**src/frtc_pkg.sv**
```systemverilog
// Purpose: Shared constants for the timer capture, mask and flag block
// Assumes: 16-bit register bus data, 4-bit register index
// Notes: Register indices below are word addresses on the plain port
package frtc_pkg;
	localparam int ADDR_W = 4;
	localparam int DATA_W = 16;
	localparam int CNT_W = 16;
	localparam int NUM_CAP = 4;

	// Register addresses
	localparam logic [3:0] ADDR_IRQ_ENABLE = 4'h0;
	localparam logic [3:0] ADDR_FLAGS = 4'h1;
	localparam logic [3:0] ADDR_MASK_LENGTH = 4'h2;
	localparam logic [3:0] ADDR_CAPTURE_CTRL = 4'h3;
	localparam logic [3:0] ADDR_CAPTURE_A = 4'h4;
	localparam logic [3:0] ADDR_CAPTURE_B = 4'h5;
	localparam logic [3:0] ADDR_CAPTURE_C = 4'h6;
	localparam logic [3:0] ADDR_CAPTURE_D = 4'h7;

	// Reset values
	localparam logic [7:0] IRQ_ENABLE_RESET = 8'h01;
	localparam logic [7:0] FLAGS_RESET = 8'h00;
	localparam logic [7:0] MASK_LENGTH_RESET = 8'h00;
	localparam logic [7:0] CAPTURE_CTRL_RESET = 8'h00;
	localparam logic [15:0] CAPTURE_RESET = 16'h0000;

	// Field positions shared by the enable and flag registers; bit 0 is clear select in flags only, fixed one in enable
	localparam int BIT_CAP_A = 7;
	localparam int BIT_CAP_B = 6;
	localparam int BIT_CAP_C = 5;
	localparam int BIT_CAP_D = 4;
	localparam int BIT_CMP_A = 3;
	localparam int BIT_CMP_B = 2;
	localparam int BIT_OVERFLOW = 1;
	localparam int BIT_CLEAR_ON_MATCH_A = 0;
	localparam logic [7:0] FLAG_BITS = 8'hFE;
	localparam logic [7:0] IRQ_ENABLE_FIXED = 8'h01;

	// Capture control fields: edge selects a..d at 0..3
	localparam int BIT_EDGE_SELECT_A = 0;
	localparam int BIT_BUFFER_A_ENABLE = 4;
	localparam int BIT_BUFFER_B_ENABLE = 5;
	localparam int BIT_MASK_ENABLE = 6;
	localparam logic [7:0] CAPTURE_CTRL_BITS = 8'h7F;

	// Pin synchroniser depth
	localparam int SYNC_STAGES = 3;
endpackage

```
**src/frtc_top.sv**
```systemverilog
// Purpose: Capture registers, capture-D mask interval, interrupt enables and flag/status register of a 16-bit timer
// Assumes: Counter, compare units and overflow detection live outside and arrive as same-clock strobes
// Notes: Capture pins are asynchronous and pass a three-stage synchroniser
module frtc_top (
	input wire logic sys_clk, // System clock, 50 MHz
	input wire logic rstn, // Synchronous reset, active low
	input wire logic standby, // Hardware standby, initialises like reset except the pin synchronisers
	input wire logic [3:0] addr, // Register address
	input wire logic [15:0] wr_data, // Write data
	input wire logic wr_en, // Write strobe
	input wire logic rd_en, // Read strobe
	output logic [15:0] rd_data, // Read data, valid the cycle after rd_en
	input wire logic [3:0] capture_pin, // Capture inputs a..d, asynchronous
	input wire logic [15:0] running_counter, // Current counter value
	input wire logic cmp_a_match, // Compare A match strobe
	input wire logic cmp_b_match, // Compare B match strobe
	input wire logic counter_overflow, // Counter wrap strobe
	output logic counter_clear, // Request to clear counter
	output logic cap_a_irq, // Capture A interrupt request
	output logic cap_b_irq, // Capture B interrupt request
	output logic cap_c_irq, // Capture C interrupt request
	output logic cap_d_irq, // Capture D interrupt request
	output logic cmp_a_irq, // Compare A interrupt request
	output logic cmp_b_irq, // Compare B interrupt request
	output logic overflow_irq, // Overflow interrupt request
	output logic mask_active // Capture D mask interval in progress
);
	logic init;
	logic [7:0] timer_irq_enable, next_timer_irq_enable;
	logic [7:0] timer_flags_and_clear_select, next_timer_flags_and_clear_select;
	logic [7:0] clear_armed, next_clear_armed;
	logic [7:0] capture_d_mask_length, next_capture_d_mask_length;
	logic [7:0] capture_ctrl, next_capture_ctrl;
	logic [15:0] capture_reg_a, next_capture_reg_a;
	logic [15:0] capture_reg_b, next_capture_reg_b;
	logic [15:0] capture_reg_c, next_capture_reg_c;
	logic [15:0] capture_reg_d, next_capture_reg_d;
	logic [15:0] mask_end, next_mask_end;
	logic next_mask_active;
	logic [15:0] next_rd_data;
	logic [3:0] cap_event;
	logic cap_d_taken;
	logic [7:0] hw_set;
	logic buffer_a_enable, buffer_b_enable, capture_d_mask_enable, clear_on_match_a;

	assign init = !rstn || standby;
	assign buffer_a_enable = capture_ctrl[frtc_pkg::BIT_BUFFER_A_ENABLE];
	assign buffer_b_enable = capture_ctrl[frtc_pkg::BIT_BUFFER_B_ENABLE];
	assign capture_d_mask_enable = capture_ctrl[frtc_pkg::BIT_MASK_ENABLE];
	assign clear_on_match_a = timer_flags_and_clear_select[frtc_pkg::BIT_CLEAR_ON_MATCH_A];

	// Pin synchronisers and edge detection, one per capture input
	genvar gi;
	generate
		for (gi = 0; gi < frtc_pkg::NUM_CAP; gi++) begin : g_cap
			logic [2:0] sync, next_sync;
			logic level, next_level;
			logic edge_sel;
			always_comb begin
				next_sync = {sync[1:0], capture_pin[gi]};
				// Stage 0 feeds only stage 1; change counted once stages 1 and 2 agree
				next_level = (sync[1] == sync[2]) ? sync[2] : level;
			end
			always_ff @(posedge sys_clk) begin
				if (!rstn) begin
					sync <= 3'h0;
					level <= 1'b0;
				end else begin
					sync <= next_sync;
					level <= next_level;
				end
			end
			assign edge_sel = capture_ctrl[frtc_pkg::BIT_EDGE_SELECT_A + gi];
			// Rising when select is one, falling when zero
			assign cap_event[gi] = (next_level != level) && (next_level == edge_sel);
		end
	endgenerate

	// Masked capture D edges are dropped whole
	assign cap_d_taken = cap_event[3] && !mask_active;

	// Only hardware events set flags
	always_comb begin
		hw_set = 8'h00;
		hw_set[frtc_pkg::BIT_CAP_A] = cap_event[0];
		hw_set[frtc_pkg::BIT_CAP_B] = cap_event[1];
		hw_set[frtc_pkg::BIT_CAP_C] = cap_event[2];
		hw_set[frtc_pkg::BIT_CAP_D] = cap_d_taken;
		hw_set[frtc_pkg::BIT_CMP_A] = cmp_a_match;
		hw_set[frtc_pkg::BIT_CMP_B] = cmp_b_match;
		hw_set[frtc_pkg::BIT_OVERFLOW] = counter_overflow;
	end

	// Capture registers and mask interval
	always_comb begin
		next_capture_reg_a = capture_reg_a;
		next_capture_reg_b = capture_reg_b;
		next_capture_reg_c = capture_reg_c;
		next_capture_reg_d = capture_reg_d;
		next_mask_active = mask_active;
		next_mask_end = mask_end;
		if (cap_event[0]) begin
			next_capture_reg_a = running_counter;
			if (buffer_a_enable) begin
				next_capture_reg_c = capture_reg_a;
			end
		end
		// Buffered mode turns input C into a flag-only source
		if (cap_event[2] && !buffer_a_enable) begin
			next_capture_reg_c = running_counter;
		end
		if (cap_event[1]) begin
			next_capture_reg_b = running_counter;
			if (buffer_b_enable) begin
				next_capture_reg_d = capture_reg_b;
			end
		end
		if (cap_d_taken && !buffer_b_enable) begin
			next_capture_reg_d = running_counter;
		end
		if (mask_active && running_counter == mask_end) begin
			next_mask_active = 1'b0;
		end
		if (cap_d_taken && capture_d_mask_enable && capture_d_mask_length != 8'h00) begin
			next_mask_active = 1'b1;
			// Wraps mod 2^16 so intervals spanning the counter rollover still close
			next_mask_end = 16'(running_counter + {7'h00, capture_d_mask_length, 1'b0});
		end
	end

	always_ff @(posedge sys_clk) begin
		if (init) begin
			capture_reg_a <= frtc_pkg::CAPTURE_RESET;
			capture_reg_b <= frtc_pkg::CAPTURE_RESET;
			capture_reg_c <= frtc_pkg::CAPTURE_RESET;
			capture_reg_d <= frtc_pkg::CAPTURE_RESET;
			mask_active <= 1'b0;
			mask_end <= frtc_pkg::CAPTURE_RESET;
		end else begin
			capture_reg_a <= next_capture_reg_a;
			capture_reg_b <= next_capture_reg_b;
			capture_reg_c <= next_capture_reg_c;
			capture_reg_d <= next_capture_reg_d;
			mask_active <= next_mask_active;
			mask_end <= next_mask_end;
		end
	end

	// Software-visible registers
	always_comb begin
		next_timer_irq_enable = timer_irq_enable;
		next_capture_d_mask_length = capture_d_mask_length;
		next_capture_ctrl = capture_ctrl;
		next_timer_flags_and_clear_select = timer_flags_and_clear_select;
		next_clear_armed = clear_armed;
		if (wr_en) begin
			if (addr == frtc_pkg::ADDR_IRQ_ENABLE) begin
				next_timer_irq_enable = (wr_data[7:0] & ~frtc_pkg::IRQ_ENABLE_FIXED)
					| frtc_pkg::IRQ_ENABLE_FIXED;
			end else if (addr == frtc_pkg::ADDR_MASK_LENGTH) begin
				// Upper byte has no storage
				next_capture_d_mask_length = wr_data[7:0];
			end else if (addr == frtc_pkg::ADDR_CAPTURE_CTRL) begin
				next_capture_ctrl = wr_data[7:0] & frtc_pkg::CAPTURE_CTRL_BITS;
			end else if (addr == frtc_pkg::ADDR_FLAGS) begin
				// Zero clears a flag only if it was seen set; a one leaves it alone
				next_timer_flags_and_clear_select = timer_flags_and_clear_select
					& ~(clear_armed & ~wr_data[7:0] & frtc_pkg::FLAG_BITS);
				next_timer_flags_and_clear_select[frtc_pkg::BIT_CLEAR_ON_MATCH_A] =
					wr_data[frtc_pkg::BIT_CLEAR_ON_MATCH_A];
				next_clear_armed = 8'h00;
			end
		end
		if (rd_en && addr == frtc_pkg::ADDR_FLAGS) begin
			next_clear_armed = timer_flags_and_clear_select & frtc_pkg::FLAG_BITS;
		end
		// A set in the same cycle as a clear wins
		next_timer_flags_and_clear_select = next_timer_flags_and_clear_select | hw_set;
	end

	always_ff @(posedge sys_clk) begin
		if (init) begin
			timer_irq_enable <= frtc_pkg::IRQ_ENABLE_RESET;
			capture_d_mask_length <= frtc_pkg::MASK_LENGTH_RESET;
			capture_ctrl <= frtc_pkg::CAPTURE_CTRL_RESET;
			timer_flags_and_clear_select <= frtc_pkg::FLAGS_RESET;
			clear_armed <= 8'h00;
		end else begin
			timer_irq_enable <= next_timer_irq_enable;
			capture_d_mask_length <= next_capture_d_mask_length;
			capture_ctrl <= next_capture_ctrl;
			timer_flags_and_clear_select <= next_timer_flags_and_clear_select;
			clear_armed <= next_clear_armed;
		end
	end

	// Read path, registered so data appears the cycle after the strobe
	always_comb begin
		next_rd_data = 16'h0000;
		if (rd_en) begin
			if (addr == frtc_pkg::ADDR_IRQ_ENABLE) begin
				next_rd_data = {8'h00, timer_irq_enable | frtc_pkg::IRQ_ENABLE_FIXED};
			end else if (addr == frtc_pkg::ADDR_FLAGS) begin
				next_rd_data = {8'h00, timer_flags_and_clear_select};
			end else if (addr == frtc_pkg::ADDR_MASK_LENGTH) begin
				next_rd_data = {8'h00, capture_d_mask_length};
			end else if (addr == frtc_pkg::ADDR_CAPTURE_CTRL) begin
				next_rd_data = {8'h00, capture_ctrl};
			end else if (addr == frtc_pkg::ADDR_CAPTURE_A) begin
				next_rd_data = capture_reg_a;
			end else if (addr == frtc_pkg::ADDR_CAPTURE_B) begin
				next_rd_data = capture_reg_b;
			end else if (addr == frtc_pkg::ADDR_CAPTURE_C) begin
				next_rd_data = capture_reg_c;
			end else if (addr == frtc_pkg::ADDR_CAPTURE_D) begin
				next_rd_data = capture_reg_d;
			end
		end
	end

	always_ff @(posedge sys_clk) begin
		if (init) begin
			rd_data <= 16'h0000;
		end else begin
			rd_data <= next_rd_data;
		end
	end

	// Interrupt requests are levels that follow flag and enable; the clear request follows the compare A strobe and clear select
	assign cap_a_irq = timer_flags_and_clear_select[frtc_pkg::BIT_CAP_A]
		&& timer_irq_enable[frtc_pkg::BIT_CAP_A];
	assign cap_b_irq = timer_flags_and_clear_select[frtc_pkg::BIT_CAP_B]
		&& timer_irq_enable[frtc_pkg::BIT_CAP_B];
	assign cap_c_irq = timer_flags_and_clear_select[frtc_pkg::BIT_CAP_C]
		&& timer_irq_enable[frtc_pkg::BIT_CAP_C];
	assign cap_d_irq = timer_flags_and_clear_select[frtc_pkg::BIT_CAP_D]
		&& timer_irq_enable[frtc_pkg::BIT_CAP_D];
	assign cmp_a_irq = timer_flags_and_clear_select[frtc_pkg::BIT_CMP_A]
		&& timer_irq_enable[frtc_pkg::BIT_CMP_A];
	assign cmp_b_irq = timer_flags_and_clear_select[frtc_pkg::BIT_CMP_B]
		&& timer_irq_enable[frtc_pkg::BIT_CMP_B];
	assign overflow_irq = timer_flags_and_clear_select[frtc_pkg::BIT_OVERFLOW]
		&& timer_irq_enable[frtc_pkg::BIT_OVERFLOW];
	assign counter_clear = cmp_a_match && clear_on_match_a;
endmodule

```
**config.mk**
```make
export PLATFORM = sky130hd
export DESIGN_NAME = frtc_top
export DESIGN_NICKNAME = d
export VERILOG_FILES = /design/src/frtc_pkg.sv /design/src/frtc_top.sv
export SDC_FILE = /design/constraint.sdc
export NUM_CORES = 1
export LEC_CHECK = 0
export ABC_AREA = 1
export BUFFER_PORTS_ARGS = -buffer_cell sky130_fd_sc_hd__buf_2
export CELL_PAD_IN_SITES_DETAIL_PLACEMENT = 1
export CELL_PAD_IN_SITES_GLOBAL_PLACEMENT = 2
export CORE_MARGIN = 8
export CORE_UTILIZATION = 29
export DETAILED_ROUTE_END_ITERATION = 16
export HOLD_SLACK_MARGIN = 0.06
export PLACE_DENSITY = 0.85
export REMOVE_ABC_BUFFERS = 1
export SKIP_CTS_REPAIR_TIMING = 1
export SYNTH_ARGS = -nofsm -noshare
export SYNTH_HDL_FRONTEND = slang
export SYNTH_SLANG_ARGS = --single-unit
```
**constraint.sdc**
```tcl
create_clock -name sys_clk -period 1.7 [get_ports sys_clk]
set_input_delay 0.085 -clock sys_clk [delete_from_list [all_inputs] [get_ports sys_clk]]
set_output_delay 0.085 -clock sys_clk [all_outputs]
set_load 0.1 [all_outputs]
```
==> flow_metrics.tcl <==
set metrics [dict create \
    dr_total_vias 7330 \
    dp_hpwl_um 17420 \
    hold_depth 5 \
    ir_drop_mv 0.5557 \
    cp.required_ns 2.02 \
    diodes 0 \
    htree_levels 4 \
    final_cell_mix "209 x nand2_1, 152 x nor2_1, 149 x dfxtp_1, 141 x inv_1, 115 x o21ai_0" \
    clock_skew_ns 0.01045 \
    grt_pass1_vias 7282 \
    p_total_mw 8.011 \
    ys_seq_area_share_pct 41.83 \
    routed_via_density 4.835 \
    fin_crit_sh_pct 95.06 \
    wl_per_cell_um 16.09 \
    clockBufferDepth 2 \
    cts_buffers 17 \
    min_period_ns 1.616 \
    port_buffers 64 \
    fillCellCount 3105 \
    yosysWarnings 0 \
    r2r_slack_ns 0.08 \
    min_to "mask_end[14]" \
    coreArea_um2 24320 \
    die_w_um 173.3 \
    row_count 57 \
    r2r_end "capture_reg_c[0]" \
    postSynthAreaPerCell_um2 6.666 \
    pre_cts_slack_ns -0.04372 \
    arrival_ns 1.93 \
    ys_ff_latch 150 \
    drive_above_1_share_pct 14.09 \
    clock_latency_ns 0.43 \
    holdCritStartpoint "running_counter[14]" \
    routed_wl_um 24390 \
    powerDensity_nw_per_um2 888.3 \
    overflow 0 \
    critPathCaptureType "register" \
    final_antenna_net_count 0 \
    status "finished, final reports clean" \
    critPathLaunchType "register" \
    cts.clk_slew.worst_paths_ns 0.07 \
    gp_congestion 0.7729 \
    firstDrtPassIters 4 \
    io_pins 73 \
    drtIter0Drc 340 \
    fin_nets 1236 \
    synth_cell_types 31 \
    p_leak_nw 3.996 \
    cts_tree "done" \
    synth_area_um2 7179 \
    rr_worst_depth 8 \
    initial_core_util_pct 29.52 \
    rr_startpoint "g_cap[2].sync[2]" \
    grt_pass1_wl_um 38740 \
    drcViolationCount 0 \
    synthToLayoutAreaGrowth_pct 25.62 \
    die_h_um 173.3 \
    hold_class "input pin to register" \
    hold_viol 0 \
    cp_max_fo 32 \
    tightest_slew_ns 0.5802 \
    max_freq_mhz 618.8 \
    die-area_um2 30050 \
    maxCapViolCount 0 \
    setup_ws_ns 0.08406 \
    root_buffer "clkbuf_16" \
    final_common_cell "nand2_1" \
    relSlewSlack_pct 61.06 \
    critPathKind "register to register" \
    clock-sinks 150 \
    grt_max_degree 49 \
    grt_use_total_pct 15.97 \
    finalSetupViolCount 0 \
    synthesis.instances 1077 \
    drv_slew 0 \
    antenna_found_initial 0 \
]
## how the worst max path moves through the flow
stage,end,start,cells after the start
final,capture_reg_c[0],g_cap[2].sync[2],8
after global routing,capture_reg_c[8],g_cap[2].sync[2],8
after CTS,mask_end[9],capture_d_mask_length[0],9
after detailed placement,mask_end[9],capture_d_mask_length[0],9
after global placement,mask_end[9],capture_d_mask_length[0],9
after floorplan,mask_end[12],rstn,6
## critical path: stages (launching register included)
cell     delay [ns]
dfxtp_1        0.31
or2_1          0.24
o21ai_1        0.22
nand3_2        0.17
buf_6          0.23
nand2_1        0.09
o21ai_0        0.08
nor2_1         0.10
nor2_1         0.06
## sequential cells by signal, indices dropped and copies added (netlist names)
signal / cells
capture_reg_d: 16
capture_reg_b: 16
timer_flags_and_clear_select: 8
timer_irq_enable: 7
g_cap.level: 4
g_cap.sync: 12
capture_ctrl: 7
clear_armed: 7
capture_d_mask_length: 8
mask_end: 16
mask_active: 1
rd_data: 16
capture_reg_a: 16
capture_reg_c: 16
## per-layer routing
layer	share of wire [%]	global-route usage (%)
met1	47	20.31
met2	49	27.48
met4	1.2	3.450
met3	3.0	3.071
met5	0	0
## Yosys cell counts, drive strengths merged
cell    instances  area (µm²)
o21ai         127       635.6
nor2          159       621.8
or2             2       12.52
nand4          16       100.1
o211ai          2       15.01
a211oi          1       7.510
ha              8       100.1
fa              1       20.02
a41oi           1       8.760
a32oi           7       61.31
a21o            1       7.510
a21oi          96       480.5
xor2           10       87.58
clkbuf         33       123.9
inv           145       544.3
dfxtp         150        3003
nand2         211       794.5
a21boi          1       7.510
nor3            5       40.04
nand3b          2       15.01
nand3          86       430.4
clkinv          1       3.750
buf            12       58.80
## final cells by class
type                       count  area (µm²)  share of cell area (%)
clock buffer                  21       470.5                   5.216
clock inverter                11       140.1                   1.554
inverter                     146       550.5                   6.104
multi-input combinational    736        3537                   39.22
sequential                   150        3004                   33.31
tap                          324       405.4                   4.495
timing repair buffer         128       910.9                   10.10
## logic make-up (layout without fill, tap and decap cells)
| logic type | after synthesis | after routing | share of synthesized area, % |
|---|---|---|---|
| simple gates | 481 | 481 | 28.06 |
| compound gates | 236 | 236 | 17.04 |
| buf+inv | 191 | 306 | 10.18 |
| flops | 150 | 150 | 41.83 |
| xor+xnor | 10 | 10 | 1.220 |
| fa+ha+maj | 9 | 9 | 1.673 |
## report_power, final
group / internal, mW / total, mW / switching [mW] / leakage (nW)
clock: 2.31 / 3.93 / 1.61 / 0.297
combinational: 0.179 / 0.531 / 0.352 / 2.49
sequential: 3.54 / 3.55 / 0.0148 / 1.21
## metrics by stage
stage,util (%),setup TNS [ns],hold slack (ns),std cells,area [µm²]
after CTS,35.82,-0.2067,-0.1682,1495,8711
after global placement,33.31,-0.04499,0.2643,1463,8100
after detailed placement,33.31,-0.08981,0.2762,1463,8100
after global routing,37.08,-0.07141,0.06680,1516,9019
final,37.08,0,0.03173,1516,9019
after floorplan,-,-32.77,0.1785,1032,6997
No activity file was read; power rests on OpenSTA's default activity.
